## config.mk

```make
export PLATFORM = sky130hd
export DESIGN_NAME = gpc_pin_ctrl
export DESIGN_NICKNAME = d
export VERILOG_FILES = /design/src/gpc_pkg.sv /design/src/gpc_trig_if.sv /design/src/gpc_trig_det.sv /design/src/gpc_pin_ctrl.sv
export VERILOG_INCLUDE_DIRS = /design/src /design/src/src
export SDC_FILE = /design/constraint.sdc
export NUM_CORES = 1
export LEC_CHECK = 0
export ABC_AREA = 1
export CORE_AREA = 2 2 56 98
export DETAILED_ROUTE_END_ITERATION = 8
export DIE_AREA = 0 0 58 100
export DONT_BUFFER_PORTS = 1
export PLACE_DENSITY = 0.86
export SLEW_MARGIN = 20
export SYNTH_ARGS = -nofsm -noshare
export SYNTH_HDL_FRONTEND = slang
export SYNTH_SLANG_ARGS = --single-unit
```

## constraint.sdc

```tcl
create_clock -name i_clk_sys -period 1.63 [get_ports i_clk_sys]
set_input_delay 0.2445 -clock i_clk_sys [delete_from_list [all_inputs] [get_ports i_clk_sys]]
set_output_delay 0.2445 -clock i_clk_sys [all_outputs]
set_load 0.02 [all_outputs]
```

## src/gpc_cfg.svh

```systemverilog
// Register offsets, field positions, reset values for the pin 6/7 control.
// Assumes inclusion by bare name from files under src/.
`ifndef GPC_CFG_SVH
`define GPC_CFG_SVH
// ****************************************************************
// Register map
// ****************************************************************
`define GPC_OFS_PIN6_CONTROL 8'h24
`define GPC_OFS_PIN7_CONTROL 8'h28
`define GPC_OFS_IRQ_STATUS 8'h40
`define GPC_OFS_IRQ_MASK 8'h44
// ****************************************************************
// Field positions
// ****************************************************************
`define GPC_B_FWD_MASK 25
`define GPC_B_TRIG_HI 23
`define GPC_B_TRIG_LO 21
`define GPC_B_PEND_EN 20
`define GPC_B_DRV_HI 14
`define GPC_B_DRV_LO 12
`define GPC_B_STRONG_PU 11
`define GPC_B_WEAK_PD 9
`define GPC_B_WEAK_PU 8
`define GPC_B_IN_EN 7
`define GPC_B_OUT_EN 6
`define GPC_B_SCHMITT 5
`define GPC_B_ANALOG 4
// Writable bits; reserved positions read zero and ignore writes.
`define GPC_WMASK_PIN6 32'h02F0_7BFF
`define GPC_WMASK_PIN7 32'h02F0_7BF0
// ****************************************************************
// Reset values
// ****************************************************************
`define GPC_RST_CONTROL 32'h0000_1001
`define GPC_RST_DRV 3'h1
`define GPC_FUNC_GPIO 4'h1
`define GPC_FUNC_MAX 4'h9
`define GPC_FUNC_RSVD 4'h4
`endif

```

## src/gpc_pkg.sv

```systemverilog
// Types shared by the pin control block and its trigger detector.
// Assumes nothing beyond a SystemVerilog compiler.
package gpc_pkg;
   // ****************************************************************
   // Trigger modes
   // ****************************************************************
   typedef enum logic [2:0] {
      GPC_TRIG_RISE = 3'h0,
      GPC_TRIG_FALL = 3'h1,
      GPC_TRIG_BOTH = 3'h2,
      GPC_TRIG_HIGH = 3'h3,
      GPC_TRIG_LOW = 3'h4
   } gpc_trig_t;
   // Detector state: previous pin level.
   typedef struct packed {
      logic prev;
   } gpc_det_state_t;
endpackage : gpc_pkg

```

## src/gpc_trig_if.sv

```systemverilog
// Carries one pin's sample, trigger mode and event between modules.
// Assumes both ends share the system clock.
interface gpc_trig_if;
   logic pin;
   logic [2:0] mode;
   logic event_hit;
   modport ctl (output pin, output mode, input event_hit);
   modport det (input pin, input mode, output event_hit);
endinterface : gpc_trig_if

```

## src/gpc_trig_det.sv

```systemverilog
// Trigger detector for one pin: edge or level per mode.
// Assumes the pin sample is already synchronous to i_clk_sys.
`include "gpc_cfg.svh"
module gpc_trig_det
   import gpc_pkg::*;
(
   // Clock and reset.
   input wire logic i_clk_sys,
   input wire logic i_srst,
   // Detector link.
   gpc_trig_if.det trig
);
   gpc_det_state_t s_q;
   gpc_det_state_t s_d;

   // Remember the last pin level so edges can be seen.
   always_comb begin
      s_d = s_q;
      s_d.prev = trig.pin;
   end

   always_ff @(posedge i_clk_sys) begin
      if (i_srst) begin
         s_q <= '0;
      end else begin
         s_q <= s_d;
      end
   end

   // Event decode; reserved codes never fire.
   always_comb begin
      unique case (trig.mode)
         GPC_TRIG_RISE: trig.event_hit = trig.pin & ~s_q.prev;
         GPC_TRIG_FALL: trig.event_hit = ~trig.pin & s_q.prev;
         GPC_TRIG_BOTH: trig.event_hit = trig.pin ^ s_q.prev;
         GPC_TRIG_HIGH: trig.event_hit = trig.pin;
         GPC_TRIG_LOW: trig.event_hit = ~trig.pin;
         default: trig.event_hit = 1'b0;
      endcase
   end
endmodule : gpc_trig_det

```

## src/gpc_pin_ctrl.sv

```systemverilog
// Control registers, pending flags and pad controls for pins 6 and 7.
// Assumes a plain one-cycle strobe register port and synchronous pins.
`include "gpc_cfg.svh"
module gpc_pin_ctrl
   import gpc_pkg::*;
(
   // Clock and reset.
   input wire logic i_clk_sys,
   input wire logic i_srst,
   // Register port.
   input wire logic [7:0] i_addr,
   input wire logic [31:0] i_wdata,
   input wire logic i_wr,
   input wire logic i_rd,
   output logic [31:0] o_rdata,
   // Pad inputs.
   input wire logic [1:0] i_pin,
   // Digital output values from the selected function, index 0 is pin 6, index 1 is pin 7.
   input wire logic [1:0] i_pin_out,
   // Pad controls, index 0 is pin 6, index 1 is pin 7.
   output logic [1:0] o_pad_out,
   output logic [1:0] o_pad_oe,
   output logic [1:0] o_input_buffer_en,
   output logic [1:0] o_weak_pullup_en,
   output logic [1:0] o_weak_pulldown_en,
   output logic [1:0] o_strong_pullup_en,
   output logic [1:0] o_schmitt_input_en,
   output logic [1:0] o_analog_sel,
   output logic [5:0] o_pad_drive_level,
   output logic [3:0] o_pin_function_sel,
   output logic o_lowres_adc_input1_sel,
   output logic o_analog_supply_sel,
   // Toward the system interrupt controller.
   output logic [1:0] o_system_irq_controller,
   // Local summary interrupt.
   output logic o_irq
);
   typedef struct packed {
      logic [31:0] ctl6;
      logic [31:0] ctl7;
      logic [1:0] pend;
      logic [1:0] mask;
      logic [31:0] rdata;
   } gpc_state_t;

   gpc_state_t s_q;
   gpc_state_t s_d;
   logic [1:0] hit;

   gpc_trig_if trig6 ();
   gpc_trig_if trig7 ();

   // Control words per pin; merged writes keep reserved bits at zero.
   function automatic logic [31:0] merge(input logic [31:0] old,
                                         input logic [31:0] wd,
                                         input logic [31:0] wm);
      merge = (old & ~wm) | (wd & wm);
   endfunction : merge

   // Pending enable of one pin; a select on a call result is not legal.
   function automatic logic pend_en_of(input gpc_state_t s,
                                       input logic idx);
      pend_en_of = idx ? s.ctl7[`GPC_B_PEND_EN] : s.ctl6[`GPC_B_PEND_EN];
   endfunction : pend_en_of

   // ****************************************************************
   // Trigger detectors
   // ****************************************************************
   // Detectors only look at the pad when its input buffer is on.
   assign trig6.pin = i_pin[0] & s_q.ctl6[`GPC_B_IN_EN];
   assign trig7.pin = i_pin[1] & s_q.ctl7[`GPC_B_IN_EN];
   assign trig6.mode = s_q.ctl6[`GPC_B_TRIG_HI:`GPC_B_TRIG_LO];
   assign trig7.mode = s_q.ctl7[`GPC_B_TRIG_HI:`GPC_B_TRIG_LO];
   assign hit = {trig7.event_hit, trig6.event_hit};

   gpc_trig_det u_det6 (
      .i_clk_sys(i_clk_sys),
      .i_srst(i_srst),
      .trig(trig6.det)
   );

   gpc_trig_det u_det7 (
      .i_clk_sys(i_clk_sys),
      .i_srst(i_srst),
      .trig(trig7.det)
   );

   // ****************************************************************
   // Register and pending logic
   // ****************************************************************
   // Writes, write-one-to-clear of pending, and event capture.
   // An event in the clearing cycle wins so no event is lost.
   always_comb begin
      logic [31:0] ctl;
      logic [1:0] clr;
      ctl = '0;
      clr = '0;
      s_d = s_q;
      if (i_wr) begin
         unique case (i_addr)
            `GPC_OFS_PIN6_CONTROL: begin
               ctl = merge(s_q.ctl6, i_wdata, `GPC_WMASK_PIN6);
               // Reserved function codes keep the old selection.
               if (ctl[3:0] == `GPC_FUNC_RSVD ||
                   ctl[3:0] > `GPC_FUNC_MAX) begin
                  ctl[3:0] = s_q.ctl6[3:0];
               end
               s_d.ctl6 = ctl;
            end
            `GPC_OFS_PIN7_CONTROL: begin
               s_d.ctl7 = merge(s_q.ctl7, i_wdata,
                                `GPC_WMASK_PIN7);
            end
            `GPC_OFS_IRQ_STATUS: clr = i_wdata[1:0];
            `GPC_OFS_IRQ_MASK: s_d.mask = i_wdata[1:0];
            default: ;
         endcase
      end
      for (int i = 0; i < 2; i++) begin
         if (clr[i]) begin
            s_d.pend[i] = 1'b0;
         end
         // Pending only when the per-pin enable is set.
         if (hit[i] && pend_en_of(s_q, i[0])) begin
            s_d.pend[i] = 1'b1;
         end
         // A cleared enable drops any stale pending request.
         if (!pend_en_of(s_d, i[0])) begin
            s_d.pend[i] = 1'b0;
         end
      end
      // Read data stands for one cycle after the read strobe.
      s_d.rdata = '0;
      if (i_rd) begin
         unique case (i_addr)
            `GPC_OFS_PIN6_CONTROL: s_d.rdata = s_q.ctl6;
            `GPC_OFS_PIN7_CONTROL: s_d.rdata = s_q.ctl7;
            `GPC_OFS_IRQ_STATUS: s_d.rdata = {30'h0000_0000, s_q.pend};
            `GPC_OFS_IRQ_MASK: s_d.rdata = {30'h0000_0000, s_q.mask};
            default: s_d.rdata = '0;
         endcase
      end
   end

   // Reset puts drive code 1 and plain I/O function in place.
   always_ff @(posedge i_clk_sys) begin
      if (i_srst) begin
         s_q.ctl6 <= `GPC_RST_CONTROL;
         s_q.ctl7 <= `GPC_RST_CONTROL & `GPC_WMASK_PIN7;
         s_q.pend <= '0;
         s_q.mask <= '0;
         s_q.rdata <= '0;
      end else begin
         s_q <= s_d;
      end
   end

   // ****************************************************************
   // Outputs
   // ****************************************************************
   assign o_rdata = s_q.rdata;
   // Forward a pending request only while its mask bit is 1.
   assign o_system_irq_controller[0] =
      s_q.pend[0] & s_q.ctl6[`GPC_B_FWD_MASK];
   assign o_system_irq_controller[1] =
      s_q.pend[1] & s_q.ctl7[`GPC_B_FWD_MASK];
   // Local summary line, gated by the local mask register.
   assign o_irq = |(s_q.pend & s_q.mask);

   // Pad static controls straight from the control words.
   // Pin 7 drive code sits in the upper three bits.
   assign o_pad_drive_level = {s_q.ctl7[`GPC_B_DRV_HI:`GPC_B_DRV_LO],
                               s_q.ctl6[`GPC_B_DRV_HI:`GPC_B_DRV_LO]};
   assign o_weak_pulldown_en = {s_q.ctl7[`GPC_B_WEAK_PD],
                                s_q.ctl6[`GPC_B_WEAK_PD]};
   assign o_weak_pullup_en = {s_q.ctl7[`GPC_B_WEAK_PU],
                              s_q.ctl6[`GPC_B_WEAK_PU]};
   assign o_strong_pullup_en = {s_q.ctl7[`GPC_B_STRONG_PU],
                                s_q.ctl6[`GPC_B_STRONG_PU]};
   assign o_input_buffer_en = {s_q.ctl7[`GPC_B_IN_EN],
                               s_q.ctl6[`GPC_B_IN_EN]};
   assign o_schmitt_input_en = {s_q.ctl7[`GPC_B_SCHMITT],
                                s_q.ctl6[`GPC_B_SCHMITT]};
   assign o_analog_sel = {s_q.ctl7[`GPC_B_ANALOG],
                          s_q.ctl6[`GPC_B_ANALOG]};
   assign o_analog_supply_sel = s_q.ctl6[`GPC_B_ANALOG];
   assign o_lowres_adc_input1_sel = s_q.ctl7[`GPC_B_ANALOG];
   // Function selection only matters on the digital path of pin 6.
   assign o_pin_function_sel = s_q.ctl6[3:0];
   // The driver is off while the pad is in its analog path, to avoid a
   // digital driver fighting the analog signal.
   assign o_pad_oe[0] = s_q.ctl6[`GPC_B_OUT_EN] &
                        ~s_q.ctl6[`GPC_B_ANALOG];
   assign o_pad_oe[1] = s_q.ctl7[`GPC_B_OUT_EN] &
                        ~s_q.ctl7[`GPC_B_ANALOG];
   assign o_pad_out = i_pin_out;
endmodule : gpc_pin_ctrl

```

==> results.txt, run 1 <==
CTS buffer count - 9
syn_area_per_cell - 7.73 sq um
Clock Skew - 0.00554 ns
CTS sink count - 60
outcome - completed
worst-skew pair later-pin latency - 0.33 ns
post-synthesis async set-or-reset flop share - 0%
fillers - 460
diode count - 0
final setup fails - 0
power per cell area - 975 nW/um^2
HPWL after detailed placement - 4.40 mm
crit path DAT - 1.17 ns
# DRC - 0
PortBufs - 0
sequential share of the synthesized area - 38.9%
synth-to-layout area growth - -5.03%
Routed WL per cell - 14.4 um
Core ar. - 5080 sq um
Final period util - 86.5%
DIE WIDTH - 58 um
Via density - 5.32
crit path cell chain - nor2_1
Logic pwr share - 4.1%
# rows - 35
CTS Buffer Depth - 2
H-tree levels - 3
Max stage delay on crit path - 0.45 ns
worst path required time - 1.39 ns
Reg area - 1200 sq um
Slew Limit Fails - 0
fin crit period - 1.41 ns
CTS tree - done
crit-path max FO - 4
Die Height - 100 um
layout cell share with drive strength beyond 1 - 15.6%
Post-synth top flop - dfxtp_1
sw frac - 21.5%
IO Count - 111
delay-heaviest family, CP - flip-flops
antenna violations before repair - 0
yosys synthesis warning count - 0
final hold slack - 0.0256 ns
RSZ-0062 raised after global routing - no
GPL Wtd Cong - 0.857
clock transition at the registers of the reported paths - 0.06 ns
Netlist Area Pre-Place - 3080 sq um
placed cell areas - 2740 sq um
FMAX - 709 MHz
Starting Density - 60.7%
endpoint type of the worst setup path - output pin
Seq pwr share - 51.6%
die area - 5800 sq um
Net Sw Power - 0.614 mW
startpoint types - flop
final setup TNS - 0 ns
post-CTS setup buffer count - 0
leakage - 1.21 nW
Peak VDD IR - 0.911 mV
#FFs+latches synth - 60
Worst Hold Class - input port to flop
vias in the first global route - 2140
endpoints failing hold - 0
post-route cell area - 2930 sq um
Int Pwr - 2.24 mW
Syn Inst Count - 399
total of max-cap violations - 0
overall routing resource usage - 22.4%
total gr overflow - 0
Crit Path Class - flop to output pin
Post-synth EDFFs - 0
Root Driver - clkbuf_8
multi-input combinational cell area - 1090 sq um
net count after synthesis - 451
First DRT Iteration DRCs - 101
DRT Pass-1 Iters - 4
post-route ant nets - 0
crit path buf inv count - 0
clock network power share - 44.3%
largest net degree at the start of global routing - 29
final wirelength - 5.94 mm
slowest library cell on the worst path - dfxtp_1
post-synthesis cell type count - 30
first-pass GRT wire length - 9.63 mm
Layout Nets - 406
vias post-DR - 2197
## cells in the final DEF, fill, tap and decap left out, types with 2 or more instances in the layout
cell	instances
inv_1	70
dfxtp_1	59
nand2_1	46
a21oi_1	28
nor2_1	25
nand3_1	18
o21ai_0	16
o22ai_1	15
nor2_2	11
buf_4	11
clkbuf_8	10
o21ai_1	7
o21ai_2	6
nand4_1	5
ha_1	4
nand2_2	3
nand2_4	3
clkbuf_1	3
nor2_4	2
nor4_1	2
nand3b_1	2
## worst paths after layout
path                                           from                                end  slack, ns  cells past startpoint
setup reg to reg  o_input_buffer_en[0]$_SDFFE_PP0P_               s_q[34]$_SDFFE_PP0P_       0.32                      9
hold / removal                          i_wdata[12]  o_pad_drive_level[0]$_SDFFE_PP1P_       0.03                      2
hold reg to reg                  s_q[56]$_SDFF_PP0_               s_q[35]$_SDFFE_PP0P_       0.46                      2
setup / recovery       o_analog_sel[0]$_SDFFE_PP0P_                        o_pad_oe[0]       0.22                      1
## synthesized netlist by cell type (3+ instances only)
cell type / number / area (sq um)
o21ai_2: 6 / 52.6
nor2_1: 25 / 93.8
buf_6: 5 / 56.3
nand4_1: 5 / 31.3
nand2_2: 3 / 18.8
nand2_4: 3 / 33.8
o21ai_1: 7 / 35.0
nand2_1: 46 / 173
a21oi_1: 28 / 140
dfxtp_1: 60 / 1200
buf_4: 56 / 420
inv_1: 70 / 263
ha_1: 4 / 50.1
o21ai_0: 16 / 80.1
clkbuf_1: 4 / 15.0
o22ai_1: 15 / 93.8
nor2_2: 11 / 68.8
nand3_1: 18 / 90.1
buf_2: 3 / 15.0
## state kept, by name, indices dropped and copies added, names as in the netlist
name                count
s_q                    16
o_weak_pulldown_en      2
u_det7.s_q              1
o_schmitt_input_en      2
o_input_buffer_en       2
o_analog_sel            2
o_strong_pullup_en      2
o_rdata                20
o_pad_drive_level       6
o_pin_function_sel      4
u_det6.s_q              1
o_weak_pullup_en        2
## layout make-up
type                       instances  share of cell area, %
clock buffer                      13                   5.08
clock inverter                     2                   1.20
inverter                          71                   9.10
multi-input combinational        199                   37.4
sequential                        60                   41.1
tap                               55                   2.35
timing repair buffer              13                   3.84
## metal layers
layer  vias up  routed length [um]  track usage [%]
li1       1102                   -                -
met1       998                2030             21.3
met3        18                 375             7.86
met4         0                 231             14.0
met2        79                3300             39.8
met5         -                   0                0
## timing repair
item,in CTS,in global routing
setup endpoints to repair,0,0
hold buffers,1,0
hold endpoints to repair,6,0
resized for setup,0,0
## power by group through the flow
stage	registers (mW)	clock network, mW	logic [mW]
after floorplan	1.51	0	0.128
final	1.47	1.26	0.118
after detailed placement	1.51	0	0.113
after global placement	1.51	0	0.110
after global routing	1.47	1.37	0.129
after CTS	1.47	1.29	0.118
## through the flow
stage	utilization [%]	power [mW]	worst slack, ns	std cells
detailed placement	53.8	1.62	0.245	397
finish	57.7	2.86	0.220	413
CTS	57.7	2.88	0.199	413
global placement	53.8	1.62	0.269	397
floorplan	-	1.63	0.384	399
global route	57.7	2.98	0.147	413
## cell families after synthesis
kind of cell / share of synthesized area, %
adders and majority gates: 1.62
and+or+nand+nor: 20.2
DFF: 38.9
buffers and inverters: 25.6
AOI/OAI and AO/OA: 13.5
other: 0.122
(Power assumes the default switching activity.)
==> inputs of run 2 (changes only) <==
--- a/config.mk
+++ b/config.mk
@@ -7,12 +7,14 @@
 export NUM_CORES = 1
 export LEC_CHECK = 0
 export ABC_AREA = 1
-export CORE_AREA = 2 2 56 98
+export BUFFER_PORTS_ARGS = -buffer_cell sky130_fd_sc_hd__buf_2
+export CELL_PAD_IN_SITES_DETAIL_PLACEMENT = 1
+export CELL_PAD_IN_SITES_GLOBAL_PLACEMENT = 1
+export CORE_AREA = 2 2 74 130
 export DETAILED_ROUTE_END_ITERATION = 8
-export DIE_AREA = 0 0 58 100
-export DONT_BUFFER_PORTS = 1
-export PLACE_DENSITY = 0.86
-export SLEW_MARGIN = 20
+export DIE_AREA = 0 0 76 132
+export PLACE_DENSITY = 0.87
+export SLEW_MARGIN = 30
 export SYNTH_ARGS = -nofsm -noshare
 export SYNTH_HDL_FRONTEND = slang
 export SYNTH_SLANG_ARGS = --single-unit
==> run 2 against run 1 <==
Net effect:
- non-clock buffer count grew 88
- utilization shrank 18 points
- design area increased by 22%
- final cell count up 37%
- die area grew 73%
- count of clock-buffer cells in the layout shrank 1
- fmax shrank 4.4%
- sequential share of layout area down 7.4 points
==> results.txt, run 2 (synthesis results as in run 1) <==
hold path endpoint - o_pin_function_sel[3]$_SDFFE_PP0P_
Crit Path Class - flop to flop
Peak VDD IR - 0.607 mV (-33%)
clock transition at the registers of the reported paths - 0.05 ns (about the same)
CTS sink count - 60 (unchanged)
First DRT Iteration DRCs - 80 (-21%)
Starting Density - 34.6% (-26 points)
H-tree levels - 3 (unchanged)
GPL Wtd Cong - 0.799 (-6.7%)
Seq pwr share - 41.3% (-10 points)
DIE WIDTH - 76 um (+31%)
vias post-DR - 2676 (+22%)
reg2reg end - s_q[34]$_SDFFE_PP0P_
crit-path max FO - 4 (unchanged)
multi-input combinational cell area - 1090 sq um (unchanged)
max reg flops - 20 (unchanged)
FMAX - 678 MHz (-4.4%)
total gr overflow - 0 (unchanged)
power consumption - 3.57 mW (+25%)
Logic pwr share - 5.2% (+1.1 points)
Slew Limit Fails - 0 (unchanged)
reg-to-reg startpoint - o_input_buffer_en[0]$_SDFFE_PP0P_
outcome - completed
die area - 10000 sq um (+73%)
vias in the first global route - 2914 (+36%)
endpoints failing hold - 0 (unchanged)
# DRC - 0 (unchanged)
leakage - 1.68 nW (+39%)
Routed WL per cell - 14.8 um (+2.8%)
worst path required time - 1.89 ns (+0.50 ns)
antenna violations before repair - 0 (unchanged)
sw frac - 21.8% (+0.27 points)
Finished Layout Cells - 567 (+37%)
met3 Resource Use GR - 4.04% (-3.8 points)
startpoint types - flop
Min-Delay Path Depth - 3 (+1)
post-route ant nets - 0 (unchanged)
depth of the most critical reg-to-reg path - 9 (unchanged)
Layout Nets - 494 (+22%)
post_cts resized - 0 (unchanged)
worst hold start - i_wdata[3]
Via density - 4.72 (-11%)
Final period util - 90.5% (+4.0 points)
commonest non-fill, non-tap cell in the layout - buf_2
Net Sw Power - 0.778 mW (+27%)
Int Pwr - 2.80 mW (+25%)
Top Usage Layer GRT - met2
final wirelength - 8.38 mm (+41%)
Root Driver - clkbuf_16
GR Util met2 - 36.2% (-3.6 points)
post-CTS setup buffer count - 0 (unchanged)
diode count - 0 (unchanged)
IO Count - 111 (unchanged)
overall routing resource usage - 17.8% (-4.6 points)
clock network power share - 53.5% (+9.2 points)
first-pass GRT wire length - 14.0 mm (+46%)
# rows - 46 (+31%)
layout cell share with drive strength beyond 1 - 32.9% (+17 points)
commonest cells after routing, fill and taps aside - buf_2 (93), inv_1 (70), dfxtp_1 (60)
fillers - 1154 (+150%)
DRT Pass-1 Iters - 4 (unchanged)
cts hold-fix bufs - 0 (-1)
CTS Buffer Depth - 2 (unchanged)
dpl cells - 551 (+39%)
Reg area - 1200 sq um (-0.10%)
worst-skew pair later-pin latency - 0.33 ns (about the same)
power per cell area - 1000 nW/um^2 (+2.7%)
Clock Skew - 0.00793 ns (+0.00239 ns)
largest net degree at the start of global routing - 29 (unchanged)
crit path DAT - 1.74 ns (+0.57 ns)
HPWL after detailed placement - 6.46 mm (+47%)
PortBufs - 93 (+93)
Die Height - 132 um (+32%)
fin crit period - 1.48 ns (+0.0655 ns)
Core ar. - 8920 sq um (+76%)
CTS tree - done
final setup fails - 0 (unchanged)
Worst Hold Class - input port to flop
total of max-cap violations - 0 (unchanged)
synth-to-layout area growth - 15.7%
met1 usage - 15.7% (-5.6 points)
endpoint type of the worst setup path - flop
RSZ-0062 raised after global routing - no
CTS buffer count - 9 (unchanged)
setup slack, reg-to-reg - 0.15 ns (-0.17 ns)
-- run 2: changes by cell type in the layout (fill, tap and decap cells not counted) --
cell	before	now
buf_2	0	93
clkbuf_16	0	9
clkbuf_8	10	2
buf_4	11	6
clkbuf_1	3	1
buf_12	1	2
clkinv_2	1	2
clkinvlp_4	0	1
dfxtp_1	59	60
dfxtp_2	1	0
dlygate4sd3_1	1	0
-- run 2: power by group through the flow --
stage                     logic [mW]  registers, mW  clock network, mW
after global placement         0.178           1.51                  0
final                          0.186           1.48               1.91
after global routing           0.203           1.48               2.02
after detailed placement       0.187           1.51                  0
after floorplan                0.128           1.51                  0
after CTS                      0.189           1.48               1.96
-- run 2: worst max path at each step --
stage | start | cells after the start | end | slack [ns]
global placement | i_addr[0] | 9 | s_q[34]$_SDFFE_PP0P_ | 0.09
CTS | o_input_buffer_en[0]$_SDFFE_PP0P_ | 9 | s_q[34]$_SDFFE_PP0P_ | 0.14
detailed placement | i_addr[0] | 9 | o_pin_function_sel[2]$_SDFFE_PP0P_ | -0.04
finish | o_input_buffer_en[0]$_SDFFE_PP0P_ | 9 | s_q[34]$_SDFFE_PP0P_ | 0.15
global route | o_input_buffer_en[0]$_SDFFE_PP0P_ | 9 | s_q[34]$_SDFFE_PP0P_ | 0.01
floorplan | i_addr[0] | 8 | o_rdata[11]$_SDFF_PP0_ | 0.38
-- run 2: final cells by class --
cell class | instances | area share (%)
flip-flops and latches | 60 | 33.7
multi-input cells | 199 | 30.7
repair buffers | 101 | 15.4
inverters | 71 | 7.47
clock buffers | 12 | 7.19
well taps | 120 | 4.21
clock inverters | 4 | 1.33
-- run 2: critical path, stage by stage (launching register included) --
cell     delay (ns)
dfxtp_1        0.37
nand2_1        0.14
ha_1           0.32
inv_1          0.06
nand2_1        0.05
nand3_1        0.12
nand3_1        0.09
nand2_1        0.10
nand2_1        0.06
a21oi_1        0.11
-- run 2: metal layers --
layer / up-vias / part of all wire [%]
met5: - / 0
met4: 0 / 3.1
met3: 18 / 3.9
met2: 80 / 59
met1: 1296 / 34
li1: 1282 / -
-- run 2: metrics by stage --
| stage | hold WS (ns) | utilization [%] | setup TNS, ns | area [sq um] | setup slack, ns |
|---|---|---|---|---|---|
| global route | 0.171 | 40.0 | 0 | 3570 | 0.0108 |
| finish | 0.169 | 40.0 | 0 | 3570 | 0.155 |
| global placement | 0.451 | 36.6 | 0 | 3260 | 0.0863 |
| detailed placement | 0.455 | 36.6 | -0.0366 | 3260 | -0.0366 |
| CTS | 0.163 | 40.0 | 0 | 3570 | 0.140 |
| floorplan | 0.358 | - | 0 | 3080 | 0.384 |
==> inputs of run 3 (changes only) <==
--- a/config.mk
+++ b/config.mk
@@ -14,6 +14,7 @@
 export DETAILED_ROUTE_END_ITERATION = 8
 export DIE_AREA = 0 0 76 132
 export PLACE_DENSITY = 0.87
+export REMOVE_ABC_BUFFERS = 1
 export SLEW_MARGIN = 30
 export SYNTH_ARGS = -nofsm -noshare
 export SYNTH_HDL_FRONTEND = slang
==> run 3 against run 2 <==
Net effect:
- design area rose by 1.6%
- combinational power barely moved
- clock power rose by 17%
- sequential cell count did not move
- die area did not move
- sequential power barely moved
- clock skew fell by 0.0025 ns
==> results.txt, run 3 (synthesis results as in run 1) <==
outcome - completed
Core ar. - 8920 sq um (unchanged)
Layout Nets - 497 (+0.61%)
first-pass GRT wire length - 13.9 mm (-1.2%)
FMAX - 715 MHz (+5.4%)
cts hold-fix bufs - 0 (unchanged)
PortBufs - 93 (unchanged)
worst path required time - 1.90 ns (about the same)
vias in the first global route - 2858 (-1.9%)
DIE WIDTH - 76 um (unchanged)
Worst Hold Class - input port to flop
CTS buffer count - 9 (unchanged)
# DRC - 0 (unchanged)
final wirelength - 8.27 mm (-1.4%)
# rows - 46 (unchanged)
HPWL after detailed placement - 6.22 mm (-3.6%)
max reg flops - 20 (unchanged)
total gr overflow - 0 (unchanged)
First DRT Iteration DRCs - 74 (-7.5%)
CTS Buffer Depth - 2 (unchanged)
IO Count - 111 (unchanged)
leakage - 1.72 nW (+2.0%)
vias post-DR - 2662 (-0.52%)
final setup fails - 0 (unchanged)
endpoints failing hold - 0 (unchanged)
placed cell areas - 3270 sq um (+0.31%)
antenna violations before repair - 0 (unchanged)
H-tree levels - 3 (unchanged)
GPL Wtd Cong - 0.811 (+1.5%)
RSZ-0062 raised after global routing - no
Starting Density - 34.6% (unchanged)
Root Driver - clkbuf_16
Die Height - 132 um (unchanged)
worst hold start - i_wdata[12]
final hold slack - 0.146 ns (-0.0232 ns)
Min-Delay Path Depth - 3 (unchanged)
post-CTS setup buffer count - 0 (unchanged)
DRT Pass-1 Iters - 5 (+1)
synth-to-layout area growth - 17.5%
layout cell share with drive strength beyond 1 - 33.3% (+0.45 points)
crit path from - o_input_buffer_en[1]$_SDFFE_PP0P_
crit path DAT - 1.66 ns (-0.08 ns)
commonest non-fill, non-tap cell in the layout - buf_2
reg-to-reg startpoint - o_input_buffer_en[1]$_SDFFE_PP0P_
fin crit period - 1.40 ns (-0.0761 ns)
post-route ant nets - 0 (unchanged)
Via density - 4.67 (-1.0%)
commonest cells after routing, fill and taps aside - buf_2 (93), inv_1 (70), dfxtp_1 (60)
diode count - 0 (unchanged)
setup slack after placement - 0.0662 ns (+0.103 ns)
Routed WL per cell - 14.5 um (-1.9%)
Clock Skew - 0.00542 ns (-0.00252 ns)
Util after Layout - 40.6% (+0.65 points)
setup ws final - 0.231 ns (+0.0761 ns)
CTS sink count - 60 (unchanged)
post_cts resized - 0 (unchanged)
die area - 10000 sq um (unchanged)
crit-path max FO - 4 (unchanged)
final setup TNS - 0 ns (unchanged)
clock transition at the registers of the reported paths - 0.05 ns (about the same)
depth of the most critical reg-to-reg path - 9 (unchanged)
overall routing resource usage - 17.5% (-0.35 points)
CTS tree - done
endpoint type of the worst setup path - flop
Final period util - 85.8% (-4.7 points)
power per cell area - 1080 nW/um^2 (+7.3%)
worst-skew pair later-pin latency - 0.33 ns (about the same)
total of max-cap violations - 0 (unchanged)
largest net degree at the start of global routing - 29 (unchanged)
startpoint types - flop
Peak VDD IR - 0.733 mV (+21%)
Slew Limit Fails - 0 (unchanged)
Crit Path Class - flop to flop
post-route cell area - 3620 sq um (+1.6%)
run 3: cell count changes in the layout (fill, tap and decap cells not counted), sizes merged:
cell,before,now
buf,101,104
bufinv,1,3
clkinv,2,1
clkinvlp,1,0
run 3: path summary, 6_finish.rpt:
kind	endpoint	slack, ns
worst min register to register	s_q[61]$_SDFFE_PP0P_	0.47
worst max-delay path	s_q[35]$_SDFFE_PP0P_	0.23
worst min-delay path	o_pad_drive_level[0]$_SDFFE_PP1P_	0.15
worst max register to register	s_q[35]$_SDFFE_PP0P_	0.23
run 3: layout make-up:
cell class	count	area, sq um
Timing Repair Buffer	104	561
Tap cell	120	150
Fill cell	1122	5300
Sequential cell	60	1200
Clock buffer	12	256
Inverter	71	267
Multi-Input combinational cell	199	1090
Clock inverter	4	95.1
run 3: per-stage QoR:
| stage | total power, mW | instances |
|---|---|---|
| global route | 4.02 | 570 |
| floorplan | 1.59 | 330 |
| finish | 3.90 | 570 |
| detailed placement | 1.69 | 554 |
| CTS | 3.94 | 570 |
| global placement | 1.68 | 554 |
run 3: critical path, stage by stage (launching register included):
cell and delay, ns:
dfxtp_1 0.33, nand2_1 0.11, ha_1 0.31, inv_1 0.06
nand2_1 0.05, nand3_1 0.09, nand3_1 0.07, nand2_1 0.12
nand2_1 0.08, a21oi_1 0.12
run 3: layer usage:
layer | vias to the layer above | track usage (%) | wire, um
met1 | 1281 | 17.0 | 2980
li1 | 1291 | - | -
met5 | - | 0 | 0
met2 | 73 | 33.7 | 4720
met3 | 17 | 4.73 | 358
met4 | 0 | 7.88 | 204
run 3: where the power goes:
group          leakage (nW)  total (mW)  switching [mW]  internal [mW]
clock                 0.173        2.23           0.662           1.57
sequential            0.484        1.48         0.00415           1.47
combinational          1.06       0.186           0.121         0.0653
total                  1.72        3.90           0.787           3.11
